## src/host_pin_pkg.sv

```systemverilog
// constants, strap levels and serial clock timing for the host pin control block
// What this block does
// RULE1 - A low level on the read strobe pin, not tied to any host clock, starts a read.
// RULE2 - A low level on the write strobe pin, not tied to any host clock, starts a write.
// RULE3 - The ready pin is held low to stretch a host access until the core has finished it.
// RULE4 - Strobes count only while the address qualifier pin is low and are ignored while high.
// RULE5 - The prom select output is asserted for the whole of each serial prom access.
// RULE6 - The prom interface works only if its enable strap was high, and is off when it was low.
// RULE7 - The prom serial clock period is 4us at the 25 MHz speed code and 800ns at 125 MHz.
// RULE8 - The level on the serial clock pin at reset picks big- or little-endian host mode.
// RULE9 - The level on the serial data-in pin at reset picks 16-bit or 8-bit host bus width.
// RULE10 - Without a prom the board pulls data-in low for 8-bit or high for 16-bit bus mode.
// RULE11 - Command bits go out on the serial out pin and prom data is sampled on serial in.
// RULE12 - A low power-down pin releases every driven pin; high or floating means normal work.
// RULE13 - Straps are sampled once after reset release and then held until the next reset.
package host_pin_pkg;

  // clock and serial clock timing
  localparam int unsigned CLK_PERIOD_NS     = 8;
  localparam int unsigned SK_PERIOD_SLOW_NS = 4000;
  localparam int unsigned SK_PERIOD_FAST_NS = 800;
  localparam int unsigned HALF_W            = 8;
  localparam logic [HALF_W-1:0] SK_HALF_SLOW =
    HALF_W'(SK_PERIOD_SLOW_NS / (2 * CLK_PERIOD_NS));
  localparam logic [HALF_W-1:0] SK_HALF_FAST =
    HALF_W'(SK_PERIOD_FAST_NS / (2 * CLK_PERIOD_NS));

  // on-chip bus speed codes
  localparam logic [1:0] SPEED_25MHZ  = 2'h3;
  localparam logic [1:0] SPEED_125MHZ = 2'h0;

  // strap capture
  localparam logic [1:0] STRAP_SETTLE    = 2'h2;
  localparam logic       BIG_ENDIAN_LVL  = 1'h1;
  localparam logic       BUS16_LVL       = 1'h1;

  // serial prom access defaults
  localparam int unsigned CMD_BITS_DEF  = 11;
  localparam int unsigned DATA_BITS_DEF = 16;

  typedef enum logic [1:0] {
    PROM_IDLE = 2'b00,
    PROM_LOW  = 2'b01,
    PROM_HIGH = 2'b10,
    PROM_END  = 2'b11
  } prom_state_e;

endpackage

```

## src/host_pin_ctrl.sv

```systemverilog
// host strobe, serial prom and strap pin control
`timescale 1ns/1ps
module host_pin_ctrl #(
  parameter int unsigned CMD_BITS  = host_pin_pkg::CMD_BITS_DEF,
  parameter int unsigned DATA_BITS = host_pin_pkg::DATA_BITS_DEF
) (
  // clock and reset
  input  wire logic                 mclk_i,
  input  wire logic                 srst_i,
  // host bus pins
  input  wire logic                 host_read_strobe_n_i,
  input  wire logic                 host_write_strobe_n_i,
  input  wire logic                 addr_qualifier_n_i,
  output logic                      async_cycle_ready_o,
  output logic                      async_cycle_ready_oe_o,
  // power-down pin
  input  wire logic                 chip_powerdown_n_i,
  // serial prom pins
  input  wire logic                 cfg_prom_enable_strap_i,
  input  wire logic                 cfg_prom_serial_in_i,
  input  wire logic                 cfg_prom_serial_clock_i,
  output logic                      cfg_prom_serial_clock_o,
  output logic                      cfg_prom_serial_clock_oe_o,
  output logic                      cfg_prom_serial_out_o,
  output logic                      cfg_prom_serial_out_oe_o,
  output logic                      cfg_prom_select_o,
  output logic                      cfg_prom_select_oe_o,
  // core side, host access
  input  wire logic                 access_done_i,
  output logic                      host_read_o,
  output logic                      host_write_o,
  // core side, prom access
  input  wire logic [1:0]           onchip_bus_speed_ctrl_i,
  input  wire logic                 prom_start_i,
  input  wire logic [CMD_BITS-1:0]  prom_cmd_i,
  output logic                      prom_busy_o,
  output logic                      prom_done_o,
  output logic [DATA_BITS-1:0]      prom_data_o,
  // status
  output logic                      big_endian_o,
  output logic                      bus16_o,
  output logic                      prom_enabled_o,
  output logic                      powered_down_o
);

  localparam int unsigned TOT_BITS = CMD_BITS + DATA_BITS;
  localparam int unsigned CNT_W    = $clog2(TOT_BITS + 1);
  localparam int unsigned HW       = host_pin_pkg::HALF_W;

  typedef struct packed {
    // pin synchronisers, stage 1 feeds only stage 2
    logic                   rd_s1;
    logic                   rd_s2;
    logic                   rd_d;
    logic                   wr_s1;
    logic                   wr_s2;
    logic                   wr_d;
    logic                   aen_s1;
    logic                   aen_s2;
    logic                   pd_s1;
    logic                   pd_s2;
    logic                   en_s1;
    logic                   en_s2;
    logic                   sin_s1;
    logic                   sin_s2;
    logic                   sk_s1;
    logic                   sk_s2;
    // straps
    logic [1:0]             stp_cnt;
    logic                   strap_done;
    logic                   big_endian;
    logic                   bus16;
    logic                   prom_en;
    // host access
    logic                   pd;
    logic                   waiting;
    logic                   host_read;
    logic                   host_write;
    logic                   rdy_lvl;
    logic                   rdy_oe;
    // prom engine
    host_pin_pkg::prom_state_e st;
    logic [HW-1:0]          half_len;
    logic [HW-1:0]          phase;
    logic [CNT_W-1:0]       bit_cnt;
    logic [TOT_BITS-1:0]    shreg;
    logic                   sk;
    logic                   dout;
    logic                   sel;
    logic                   prom_oe;
    logic                   busy;
    logic                   done;
    logic [DATA_BITS-1:0]   data;
  } state_s;

  state_s s;
  state_s next_s;

  logic read_edge;
  logic write_edge;

  // strobes are asynchronous, so edges are taken only after two flops
  assign read_edge  = s.rd_d & ~s.rd_s2 & ~s.aen_s2; // [RULE1] [RULE4]
  assign write_edge = s.wr_d & ~s.wr_s2 & ~s.aen_s2; // [RULE2] [RULE4]

  always_comb begin
    next_s = s;
    next_s.rd_s1  = host_read_strobe_n_i;
    next_s.rd_s2  = s.rd_s1;
    next_s.rd_d   = s.rd_s2;
    next_s.wr_s1  = host_write_strobe_n_i;
    next_s.wr_s2  = s.wr_s1;
    next_s.wr_d   = s.wr_s2;
    next_s.aen_s1 = addr_qualifier_n_i;
    next_s.aen_s2 = s.aen_s1;
    next_s.pd_s1  = chip_powerdown_n_i;
    next_s.pd_s2  = s.pd_s1;
    next_s.en_s1  = cfg_prom_enable_strap_i;
    next_s.en_s2  = s.en_s1;
    next_s.sin_s1 = cfg_prom_serial_in_i;
    next_s.sin_s2 = s.sin_s1;
    next_s.sk_s1  = cfg_prom_serial_clock_i;
    next_s.sk_s2  = s.sk_s1;
    // synchroniser still empty just after reset, so no false power-down
    next_s.pd     = ~s.pd_s2 & (s.strap_done |
                    (s.stp_cnt == host_pin_pkg::STRAP_SETTLE)); // [RULE12]
    next_s.host_read  = 1'h0;
    next_s.host_write = 1'h0;
    next_s.done       = 1'h0;

    // wait for the synchronisers to fill before taking straps
    if (!s.strap_done) begin
      if (s.stp_cnt == host_pin_pkg::STRAP_SETTLE) begin
        next_s.big_endian = (s.sk_s2 == host_pin_pkg::BIG_ENDIAN_LVL); // [RULE8] [RULE13]
        next_s.bus16      = (s.sin_s2 == host_pin_pkg::BUS16_LVL); // [RULE9] [RULE10] [RULE13]
        next_s.prom_en    = s.en_s2; // [RULE6]
        next_s.strap_done = 1'h1;
      end else begin
        next_s.stp_cnt = s.stp_cnt + 2'h1;
      end
    end

    // host access: read wins if both strobes fall together
    if (s.waiting && (access_done_i || (s.rd_s2 && s.wr_s2))) begin
      next_s.waiting = 1'h0; // [RULE3]
    end
    if (!next_s.pd && s.strap_done && !s.waiting) begin
      if (read_edge) begin
        next_s.host_read = 1'h1; // [RULE1]
        next_s.waiting   = 1'h1; // [RULE3]
      end else if (write_edge) begin
        next_s.host_write = 1'h1; // [RULE2]
        next_s.waiting    = 1'h1; // [RULE3]
      end
    end
    if (next_s.pd) begin
      next_s.waiting = 1'h0;
    end
    // open-drain ready: pulled low only while an access is pending
    next_s.rdy_lvl = ~next_s.waiting;
    next_s.rdy_oe  = next_s.waiting; // [RULE3]

    // serial prom engine
    unique case (s.st)
      host_pin_pkg::PROM_IDLE: begin
        next_s.sk   = 1'h0;
        next_s.sel  = 1'h0;
        next_s.dout = 1'h0;
        if (prom_start_i && s.prom_en && s.strap_done && !next_s.pd) begin // [RULE6]
          next_s.sel     = 1'h1; // [RULE5]
          next_s.shreg   = {prom_cmd_i, {DATA_BITS{1'b0}}};
          next_s.dout    = prom_cmd_i[CMD_BITS-1]; // [RULE11]
          next_s.bit_cnt = '0;
          next_s.phase   = '0;
          // unknown speed codes fall back to the slow clock, the safe side
          next_s.half_len = (onchip_bus_speed_ctrl_i == host_pin_pkg::SPEED_125MHZ) ?
                            host_pin_pkg::SK_HALF_FAST : host_pin_pkg::SK_HALF_SLOW; // [RULE7]
          next_s.st = host_pin_pkg::PROM_LOW;
        end
      end
      host_pin_pkg::PROM_LOW: begin
        if (s.phase == s.half_len - HW'(1)) begin
          next_s.phase = '0;
          next_s.sk    = 1'h1; // [RULE7]
          next_s.st    = host_pin_pkg::PROM_HIGH;
        end else begin
          next_s.phase = s.phase + HW'(1);
        end
      end
      host_pin_pkg::PROM_HIGH: begin
        if (s.phase == s.half_len - HW'(1)) begin
          next_s.phase = '0;
          next_s.sk    = 1'h0; // [RULE7]
          next_s.shreg = {s.shreg[TOT_BITS-2:0], s.sin_s2}; // [RULE11]
          next_s.dout  = s.shreg[TOT_BITS-2]; // [RULE11]
          if (s.bit_cnt == CNT_W'(TOT_BITS - 1)) begin
            next_s.st = host_pin_pkg::PROM_END;
          end else begin
            next_s.bit_cnt = s.bit_cnt + CNT_W'(1);
            next_s.st      = host_pin_pkg::PROM_LOW;
          end
        end else begin
          next_s.phase = s.phase + HW'(1);
        end
      end
      host_pin_pkg::PROM_END: begin
        next_s.sel  = 1'h0; // [RULE5]
        next_s.dout = 1'h0;
        next_s.data = s.shreg[DATA_BITS-1:0];
        next_s.done = 1'h1;
        next_s.st   = host_pin_pkg::PROM_IDLE;
      end
    endcase

    // power-down aborts any prom access and releases the pins
    if (next_s.pd) begin
      next_s.st   = host_pin_pkg::PROM_IDLE; // [RULE12]
      next_s.sk   = 1'h0;
      next_s.sel  = 1'h0;
      next_s.dout = 1'h0;
    end
    // serial clock pin stays released until its strap level is taken
    next_s.prom_oe = next_s.strap_done & next_s.prom_en & ~next_s.pd; // [RULE6] [RULE12]
    next_s.busy    = (next_s.st != host_pin_pkg::PROM_IDLE);
  end

  always_ff @(posedge mclk_i) begin
    if (srst_i) begin
      s <= '0;
    end else begin
      s <= next_s;
    end
  end

  assign async_cycle_ready_o        = s.rdy_lvl;
  assign async_cycle_ready_oe_o     = s.rdy_oe;
  assign cfg_prom_serial_clock_o    = s.sk;
  assign cfg_prom_serial_clock_oe_o = s.prom_oe;
  assign cfg_prom_serial_out_o      = s.dout;
  assign cfg_prom_serial_out_oe_o   = s.prom_oe;
  assign cfg_prom_select_o          = s.sel;
  assign cfg_prom_select_oe_o       = s.prom_oe;
  assign host_read_o                = s.host_read;
  assign host_write_o               = s.host_write;
  assign prom_busy_o                = s.busy;
  assign prom_done_o                = s.done;
  assign prom_data_o                = s.data;
  assign big_endian_o               = s.big_endian;
  assign bus16_o                    = s.bus16;
  assign prom_enabled_o             = s.prom_en;
  assign powered_down_o             = s.pd;

  // helper: cycles the serial clock has been high
  logic [HW:0] hi_cnt;

  always_ff @(posedge mclk_i) begin
    if (srst_i) begin
      hi_cnt <= '0;
    end else if (cfg_prom_serial_clock_o) begin
      hi_cnt <= hi_cnt + (HW+1)'(1);
    end else begin
      hi_cnt <= '0;
    end
  end
endmodule

```

## config.mk

```make
export PLATFORM = sky130hd
export DESIGN_NAME = host_pin_ctrl
export DESIGN_NICKNAME = d
export VERILOG_FILES = /design/src/host_pin_pkg.sv /design/src/host_pin_ctrl.sv
export SDC_FILE = /design/constraint.sdc
export NUM_CORES = 1
export LEC_CHECK = 0
export BUFFER_PORTS_ARGS = -buffer_cell sky130_fd_sc_hd__buf_2
export CAP_MARGIN = 20
export CORE_MARGIN = 1
export CORE_UTILIZATION = 56
export CTS_BUF_LIST = sky130_fd_sc_hd__clkbuf_4 sky130_fd_sc_hd__clkbuf_8
export DETAILED_ROUTE_END_ITERATION = 10
export PLACE_DENSITY = 0.91
export SLEW_MARGIN = 10
export SYNTH_ARGS = -nofsm -noshare
export SYNTH_HDL_FRONTEND = slang
export SYNTH_SLANG_ARGS = --single-unit
export TNS_END_PERCENT = 5
```

## constraint.sdc

```tcl
create_clock -name mclk_i -period 3.9 [get_ports mclk_i]
set_input_delay 0.195 -clock mclk_i [delete_from_list [all_inputs] [get_ports mclk_i]]
set_output_delay 0.195 -clock mclk_i [all_outputs]
set_load 0.02 [all_outputs]
```

==> results of run 1 <==
-- worst reg2reg max path: cells and delay by family, from the launching register on --
family | cells | cell delay [ns]
AOI/OAI and AO/OA | 2 | 1.13
xor gates and xnor gates | 1 | 0.18
adders and majority gates | 1 | 0.31
buffers and inverters | 1 | 0.07
DFF | 1 | 0.42
and+or+nand+nor | 2 | 0.71
-- cells by family (layout without fill, tap and decap cells) --
family / count (synthesis) / count (layout) / share of synthesized area [%]
fa+ha+maj: 12 / 12 / 3.96
flops: 92 / 92 / 48.6
compound gates: 92 / 92 / 18.3
xor+xnor: 8 / 8 / 1.85
buf+inv: 48 / 86 / 6.93
mux: 23 / 23 / 6.11
simple gates: 103 / 103 / 14.3
-- final timing paths --
kind | to | from | slack [ns] | depth (start not counted)
hold reg to reg | s[88] | next_s[88] | 0.44 | 1
setup reg to reg | s[34] | s[67] | 1.04 | 7
hold / removal | next_s[84] | cfg_prom_serial_clock_i | 0.04 | 2
setup / recovery | s[34] | s[67] | 1.04 | 7
-- cell usage in the layout, fill, tap and decap left out, types with 4 or more instances in the layout --
| cell type | synthesis | final |
|---|---|---|
| o21ai_0 | 6 | 6 |
| nor2b_1 | 19 | 19 |
| inv_1 | 11 | 11 |
| clkbuf_8 | 0 | 10 |
| xor2_1 | 6 | 6 |
| dfxtp_1 | 92 | 92 |
| a22o_1 | 6 | 6 |
| nand4_1 | 7 | 7 |
| a22oi_1 | 11 | 11 |
| ha_1 | 12 | 12 |
| nand2_1 | 7 | 7 |
| buf_4 | 18 | 4 |
| a21oi_1 | 20 | 20 |
| a311oi_1 | 10 | 10 |
| mux2i_1 | 22 | 22 |
| a211oi_1 | 4 | 4 |
| a22o_2 | 10 | 10 |
| nor3b_1 | 4 | 4 |
| buf_2 | 0 | 55 |
| nor2_1 | 42 | 42 |
| nor3_1 | 5 | 5 |
-- state kept, by name (all words and copies together), names as in the netlist --
name / flops
s: 53
async_cycle_ready_o: 1
next_s: 9
prom_enabled_o: 1
prom_done_o: 1
host_write_o: 1
prom_busy_o: 1
async_cycle_ready_oe_o: 1
big_endian_o: 1
prom_data_o: 16
cfg_prom_serial_clock_o: 1
host_read_o: 1
bus16_o: 1
cfg_prom_serial_out_o: 1
cfg_prom_select_oe_o: 1
powered_down_o: 1
cfg_prom_select_o: 1
-- synthesized netlist by cell type, types with 3 or more instances --
master	instances	share of area, %
nor2_1	42	4.2
nand3_1	3	0.40
a311oi_1	10	2.3
mux2i_1	22	5.8
a21oi_1	20	2.6
a21boi_0	3	0.59
buf_4	18	3.6
nand2_1	7	0.69
a211oi_1	4	0.79
nand4_1	7	1.2
ha_1	12	4.0
nor3_1	5	0.66
clkbuf_1	12	1.2
inv_1	11	1.1
o21ai_0	6	0.79
o31ai_1	3	0.59
a22o_1	6	1.4
xor2_1	6	1.4
dfxtp_1	92	49
or4_1	3	0.59
a31oi_1	3	0.50
a22oi_1	11	2.2
or3_1	3	0.50
nor3b_1	4	0.79
a22o_2	10	2.6
nor2b_1	19	3.1
buf_1	5	0.50
-- per-stage QoR --
stage | power, mW | setup WS, ns | hold slack [ns] | utilization (%)
3_5_place_dp | 1.11 | 1.06 | 0.407 | 61.4
5_1_grt | 1.88 | 0.842 | 0.0343 | 65.0
4_1_cts | 1.82 | 1.04 | 0.0293 | 64.9
3_3_place_gp | 1.10 | 1.23 | 0.402 | 61.4
2_1_floorplan | 1.07 | 1.55 | 0.323 | -
6_report | 1.82 | 1.04 | 0.0359 | 65.0
-- per-layer routing --
metal	track usage [%]	up-vias	routed length, microns
li1	-	1407	-
met1	29.5	1337	3520
met2	37.3	128	3730
met3	6.19	23	466
met4	11.3	0	199
met5	0	-	0
-- final cells by class --
class                   instances  share of cell area, %
multi-input cells             238                   40.2
flip-flops and latches         92                   43.9
well taps                      77                   2.29
repair buffers                 59                   7.27
clock buffers                  11                   3.46
clock inverters                 5                   1.97
inverters                      11                  0.983
-- power by group through the flow --
stage          sequential (mW)  clock, mW  combinational, mW
2_1_floorplan             1.00          0             0.0700
3_3_place_gp             0.998          0              0.104
3_5_place_dp              1.00          0              0.111
4_1_cts                  0.978      0.728              0.113
5_1_grt                  0.982      0.770              0.129
6_report                 0.979      0.725              0.116
==> flow_summary.ini, run 1 <==
[sta]
final.setup.tns_ns = 0
rsz0062_at_grt = no
slew_viol_final = 0
min_period_ns = 2.86
finClkSkew_ns = 0.00477
tightest_slew_ns = 1.05
fmax_mhz = 349
finalCritPeriodShare_pct = 73.4
hold_viol = 0
setup_viol = 0
max_slew_margin_pct = 29.9

[global_routing]
antenna_found_initial = 0
grt.overflow.total = 0
grt_pass1_vias = 2810
grtUsageTotal_pct = 23.4
grt_pass1_wl_microns = 13100
grt_max_degree = 37

[pwr]
switching_share_pct = 23.2
power_frac_comb_pct = 6.4
power_leakage_nw = 1.66
p_sw_mw = 0.423
p_per_area_nw_per_um2 = 434
power_frac_clock_pct = 39.8
vdd_drop_max_mv = 0.228
cellInternalPower_mw = 1.40
seqPwrFrac_pct = 53.8

[critical_path]
path_cells = inv_1 -> ha_1 -> xnor2_1 -> nand4_2 -> or3_1 -> a2111oi_4 -> a22o_2
max_stage_delay_ns = 0.86
critPathRequiredTime_ns = 4.21
cp_top_family = compound AO/OA/AOI/OAI gates
arrival_ns = 3.17
start_kind = flip-flop
crit_path_end_kind = flip-flop
crit_buf_inv = 1
crit_type = reg -> reg
critPathMaxFanout = 16
cpMaxStageDelayCell = a2111oi_4

[synth]
ys_types = 51
syn_inst = 378
synth.cell_area_sq_um = 3790
synth-seq-area-share_pct = 48.6
syn_nets = 414
synth-edff-count = 0
synth_ff_type = dfxtp_1
yosysWarnings = 0
async_flop_share_pct = 0
avgSynthCellArea_sq_um = 10.0
ys_ff_latch = 92

[worst_hold_path]
hp-class = in -> reg

[cts]
clockBufferDepth = 2
cts_tree = done
postCtsHoldBufs = 0
clockRootBuffer = clkbuf_8
clock-sinks = 92
post_cts_buffers = 0
clk_latency_ns = 0.36
clkTransAtPathRegs_ns = 0.09
htreeDepth = 3
cts-resized-gates = 0
cts_buffers = 9

[floorplanning]
ios = 56
dieHeight_microns = 84.3
dieWidth_microns = 84.3
start_util_pct = 58.7
die-area_sq_um = 7100
row_count = 29
core_area_sq_um = 6460

[layout]
regArea_sq_um = 1840
area_growth_pct = 10.8
multiInputGateArea_sq_um = 1690
layout-drive-gt1-share_pct = 21.4
fin_area_sq_um = 4200
antenna_cells = 0
final_cell_count_no_fill = 493
nFillCells = 484
nets = 447

[routing]
firstDrtPassIters = 10
avgRoutedWirePerCell_microns = 16.1
drc = 2
postRouteAntennaNets = 0
drtIter0Drc = 284
vias = 2895
viasPerCell = 5.87
routed_wl_microns = 7920

[placement]
dp_cells = 476
dp_hpwl_microns = 5310
port_buffers = 55
place.gp.congestion = 0.926
post_dp_cell_area_sq_um = 3960

[status]
violations = DRC
status = complete, but fails checks

[flow_run]
maxCapViolations = 0
(Power assumes the default switching activity.)
==> run 2, diff against run 1 <==
--- a/config.mk
+++ b/config.mk
@@ -8,10 +8,10 @@
 export BUFFER_PORTS_ARGS = -buffer_cell sky130_fd_sc_hd__buf_2
 export CAP_MARGIN = 20
 export CORE_MARGIN = 1
-export CORE_UTILIZATION = 56
+export CORE_UTILIZATION = 53
 export CTS_BUF_LIST = sky130_fd_sc_hd__clkbuf_4 sky130_fd_sc_hd__clkbuf_8
 export DETAILED_ROUTE_END_ITERATION = 10
-export PLACE_DENSITY = 0.91
+export PLACE_DENSITY = 0.9
 export SLEW_MARGIN = 10
 export SYNTH_ARGS = -nofsm -noshare
 export SYNTH_HDL_FRONTEND = slang
==> constraint.sdc (replaced) <==
create_clock -name mclk_i -period 2.35 [get_ports mclk_i]
set_input_delay 0.1175 -clock mclk_i [delete_from_list [all_inputs] [get_ports mclk_i]]
set_output_delay 0.1175 -clock mclk_i [all_outputs]
set_load 0.02 [all_outputs]
==> flow_summary.ini, run 2 (synthesis results as in run 1) <==
[status]
status = completed

[cts]
htreeDepth = 3
clk_latency_ns = 0.36
clockBufferDepth = 2
clkTransAtPathRegs_ns = 0.09
cts_buffers = 9
clock-sinks = 92
cts_tree = done
clockRootBuffer = clkbuf_8

[sta]
max_slew_margin_pct = 65.7
hold_viol = 0
setup_viol = 0
tightest_slew_ns = 0.501
hold_ws_ns = 0.0435
final.setup.tns_ns = 0
finalCritPeriodShare_pct = 91.1
finClkSkew_ns = 0.00690
fmax_mhz = 467
rsz0062_at_grt = no
slew_viol_final = 0
min_period_ns = 2.14

[critical_path]
critPathRequiredTime_ns = 2.58
arrival_ns = 2.37
crit_type = reg -> reg
start_kind = flip-flop
crit_path_end_kind = flip-flop
critPathMaxFanout = 7

[routing]
drc = 0
postRouteAntennaNets = 0
routed_wl_microns = 7970
vias = 2913
viasPerCell = 5.50
firstDrtPassIters = 4
avgRoutedWirePerCell_microns = 15.0
drtIter0Drc = 214

[global_routing]
grt_max_degree = 54
antenna_found_initial = 0
grt_pass1_vias = 2765
grtUsageTotal_pct = 22.3
grt.overflow.total = 0
grt_pass1_wl_microns = 13100

[pwr]
power_leakage_nw = 1.75
p_per_area_nw_per_um2 = 691
vdd_drop_max_mv = 0.360

[layout]
area_growth_pct = 15.7
nets = 465
largest_register = s
antenna_cells = 0
final_cell_count_no_fill = 530
largest_reg_flops = 53
final_cell_mix = dfxtp_1, buf_2, nor2_1
layout-drive-gt1-share_pct = 23.5
layout_commonest_cell = dfxtp_1

[floorplanning]
die-area_sq_um = 7500
start_util_pct = 55.2
core_area_sq_um = 6870
ios = 56
dieWidth_microns = 86.6
row_count = 30
dieHeight_microns = 86.6

[placement]
place.gp.congestion = 0.845
dp_hpwl_microns = 5340
dp_cells = 506
port_buffers = 55

[worst_hold_path]
hp-class = in -> reg

[flow_run]
maxCapViolations = 0
## run 2: path summary, 6_finish.rpt
check | depth (start not counted) | endpoint | start | slack, ns
setup / recovery | 8 | prom_busy_o | s[67] | 0.21
hold / removal | 2 | next_s[90] | chip_powerdown_n_i | 0.04
setup reg to reg | 8 | prom_busy_o | s[67] | 0.21
hold reg to reg | 1 | s[88] | next_s[88] | 0.44
## run 2: cell type report
cell class / instances / area, sq um
repair buffers: 77 / 459
multi-input cells: 238 / 1690
clock buffers: 10 / 138
well taps: 96 / 120
fillers: 522 / 2480
inverters: 11 / 41.3
flip-flops and latches: 92 / 1840
clock inverters: 6 / 95.1
## run 2: timing repair
| item | CTS | global route |
|---|---|---|
| buffers inserted | 0 | 0 |
| resized for setup | 0 | 4 |
| setup endpoints to repair | 0 | 16 |
| hold endpoints to repair | 6 | 0 |
| hold buffers | 6 | 0 |
## run 2: per-layer routing
metal	GRT usage (%)	wire length, microns	share of wire, %
met4	7.88	127	1.6
met3	5.43	344	4.3
met2	36.8	3900	49
met5	0	0	0
met1	28.7	3600	45
## run 2: per-stage QoR
stage | util (%) | setup WS (ns) | total power, mW | area, sq um
after global placement | 59.3 | 0.155 | 1.84 | 4070
after detailed placement | 59.3 | 0.0451 | 1.86 | 4070
after global routing | 63.9 | 0.0745 | 3.13 | 4390
final | 63.9 | 0.210 | 3.03 | 4390
after floorplan | - | 0.00161 | 1.78 | 3790
after CTS | 63.5 | 0.0142 | 3.05 | 4360
## run 2: power by group
group / total (mW) / internal [mW] / switching (mW)
Sequential: 1.62 / 1.60 / 0.0259
Combinational: 0.211 / 0.0912 / 0.120
Clock: 1.20 / 0.637 / 0.561
## run 2: critical path, stage by stage, from the launching register on
cell and delay (ns):
dfxtp_1 0.33, inv_1 0.04, ha_1 0.29, xnor2_1 0.19, nand4_2 0.18, or3_4 0.42
buf_4 0.17, a21boi_0 0.27, o32ai_1 0.11
==> run 3, diff against run 2 <==
--- a/config.mk
+++ b/config.mk
@@ -5,13 +5,13 @@
 export SDC_FILE = /design/constraint.sdc
 export NUM_CORES = 1
 export LEC_CHECK = 0
-export BUFFER_PORTS_ARGS = -buffer_cell sky130_fd_sc_hd__buf_2
 export CAP_MARGIN = 20
 export CORE_MARGIN = 1
-export CORE_UTILIZATION = 53
+export CORE_UTILIZATION = 56
 export CTS_BUF_LIST = sky130_fd_sc_hd__clkbuf_4 sky130_fd_sc_hd__clkbuf_8
 export DETAILED_ROUTE_END_ITERATION = 10
-export PLACE_DENSITY = 0.9
+export DONT_BUFFER_PORTS = 1
+export PLACE_DENSITY_LB_ADDON = 0.05
 export SLEW_MARGIN = 10
 export SYNTH_ARGS = -nofsm -noshare
 export SYNTH_HDL_FRONTEND = slang
==> flow_summary.ini, run 3 (synthesis results as in run 1) <==
[routing]
vias = 2649
avgRoutedWirePerCell_microns = 15.9
firstDrtPassIters = 4
drtIter0Drc = 118
postRouteAntennaNets = 0
drc = 0
routed_wl_microns = 7290
viasPerCell = 5.76

[sta]
min_period_ns = 2.24
slew_viol_final = 0
rsz0062_at_grt = no
tightest_slew_ns = 0.735
setup_viol = 0
fmax_mhz = 446
max_slew_margin_pct = 51.0
finClkSkew_ns = 0.00851
finalCritPeriodShare_pct = 95.4
hold_viol = 0

[pwr]
power_mw = 3.02
power_leakage_nw = 1.52
p_per_area_nw_per_um2 = 724
vdd_drop_max_mv = 0.564

[global_routing]
grtUsageTotal_pct = 22.6
grt_max_degree = 65
grt_pass1_vias = 2620
antenna_found_initial = 0
grt_pass1_wl_microns = 12700
grt.overflow.total = 0

[flow_run]
maxCapViolations = 0

[cts]
clkTransAtPathRegs_ns = 0.10
clk_latency_ns = 0.36
cts_tree = done
clockBufferDepth = 2
clockRootBuffer = clkbuf_8
htreeDepth = 3
clock-sinks = 92
post_cts_buffers = 0
cts_buffers = 9

[placement]
post_dp_cell_area_sq_um = 3800
dp_hpwl_microns = 4640
port_buffers = 0
dp_cells = 434
place.gp.congestion = 0.870

[critical_path]
critPathRequiredTime_ns = 2.66
critPathMaxFanout = 16
start_kind = flip-flop
crit_path_end_kind = flip-flop
crit_type = reg -> reg
arrival_ns = 2.55

[layout]
largest_reg_flops = 53
layout_commonest_cell = dfxtp_1
fin_area_sq_um = 4160
nets = 414
final_cell_count_no_fill = 460
final_cell_mix = dfxtp_1, nor2_1, mux2i_1
area_growth_pct = 9.80
largest_register = s
layout-drive-gt1-share_pct = 13.1
antenna_cells = 0

[worst_hold_path]
hp-class = in -> reg

[floorplanning]
row_count = 29
dieHeight_microns = 84.3
core_area_sq_um = 6460
die-area_sq_um = 7100
start_util_pct = 58.7
dieWidth_microns = 84.3
ios = 56

[status]
status = completed
==> run 3: worst max-delay path, cell delays in order, from the launching register on <==
cell,delay [ns]
dfxtp_1,0.34
inv_1,0.05
ha_1,0.32
xnor2_2,0.15
nand4_2,0.19
or3_4,0.44
a2111oi_4,0.38
buf_12,0.19
a22o_2,0.13
==> run 3: report_power, final <==
| part | leakage [nW] | switching [mW] | internal (mW) | total, mW |
|---|---|---|---|---|
| Sequential | 0.745 | 0.0334 | 1.60 | 1.63 |
| Combinational | 0.655 | 0.0940 | 0.0797 | 0.174 |
| Clock | 0.117 | 0.590 | 0.620 | 1.21 |
==> run 3: worst paths after layout <==
kind / start / end / slack [ns] / cells after the start
hold / removal: onchip_bus_speed_ctrl_i[0] / s[68] / 0.02 / 2
setup / recovery: s[67] / s[37] / 0.11 / 8
hold reg to reg: next_s[92] / s[92] / 0.44 / 1
setup reg to reg: s[67] / s[37] / 0.11 / 8
==> run 3: cell type report <==
class | instances | area [sq um]
clock inverters | 7 | 106
clock buffers | 9 | 124
well taps | 77 | 96.3
inverters | 11 | 41.3
fillers | 548 | 2300
multi-input cells | 238 | 1700
repair buffers | 26 | 250
flip-flops and latches | 92 | 1840
==> run 3: timing repair <==
item / CTS / global route
resized for setup: 1 / 2
endpoints found under the hold margin: 69 / 0
setup endpoints to repair: 16 / 16
pin swaps: 0 / 1
hold buffers: 10 / 0
==> run 3: per-layer routing <==
layer / vias to the layer above / wire (microns) / track usage, % / part of all wire (%)
li1: 1351 / - / - / -
met1: 1230 / 3460 / 31.2 / 47
met2: 62 / 3310 / 33.5 / 45
met3: 6 / 454 / 6.88 / 6.2
met4: 0 / 62 / 7.99 / 0.85
met5: - / 0 / 0 / 0
==> run 3: per-stage QoR <==
stage / hold WS (ns) / util [%] / setup TNS, ns / setup slack [ns]
after floorplan: 0.246 / - / 0 / 0.00161
after global placement: 0.195 / 58.8 / 0 / 0.0689
after detailed placement: 0.195 / 58.8 / -0.0631 / -0.0127
after CTS: 0.00572 / 64.3 / 0 / 0.0737
after global routing: 0.0340 / 64.5 / 0 / 0.00209
final: 0.0190 / 64.5 / 0 / 0.109
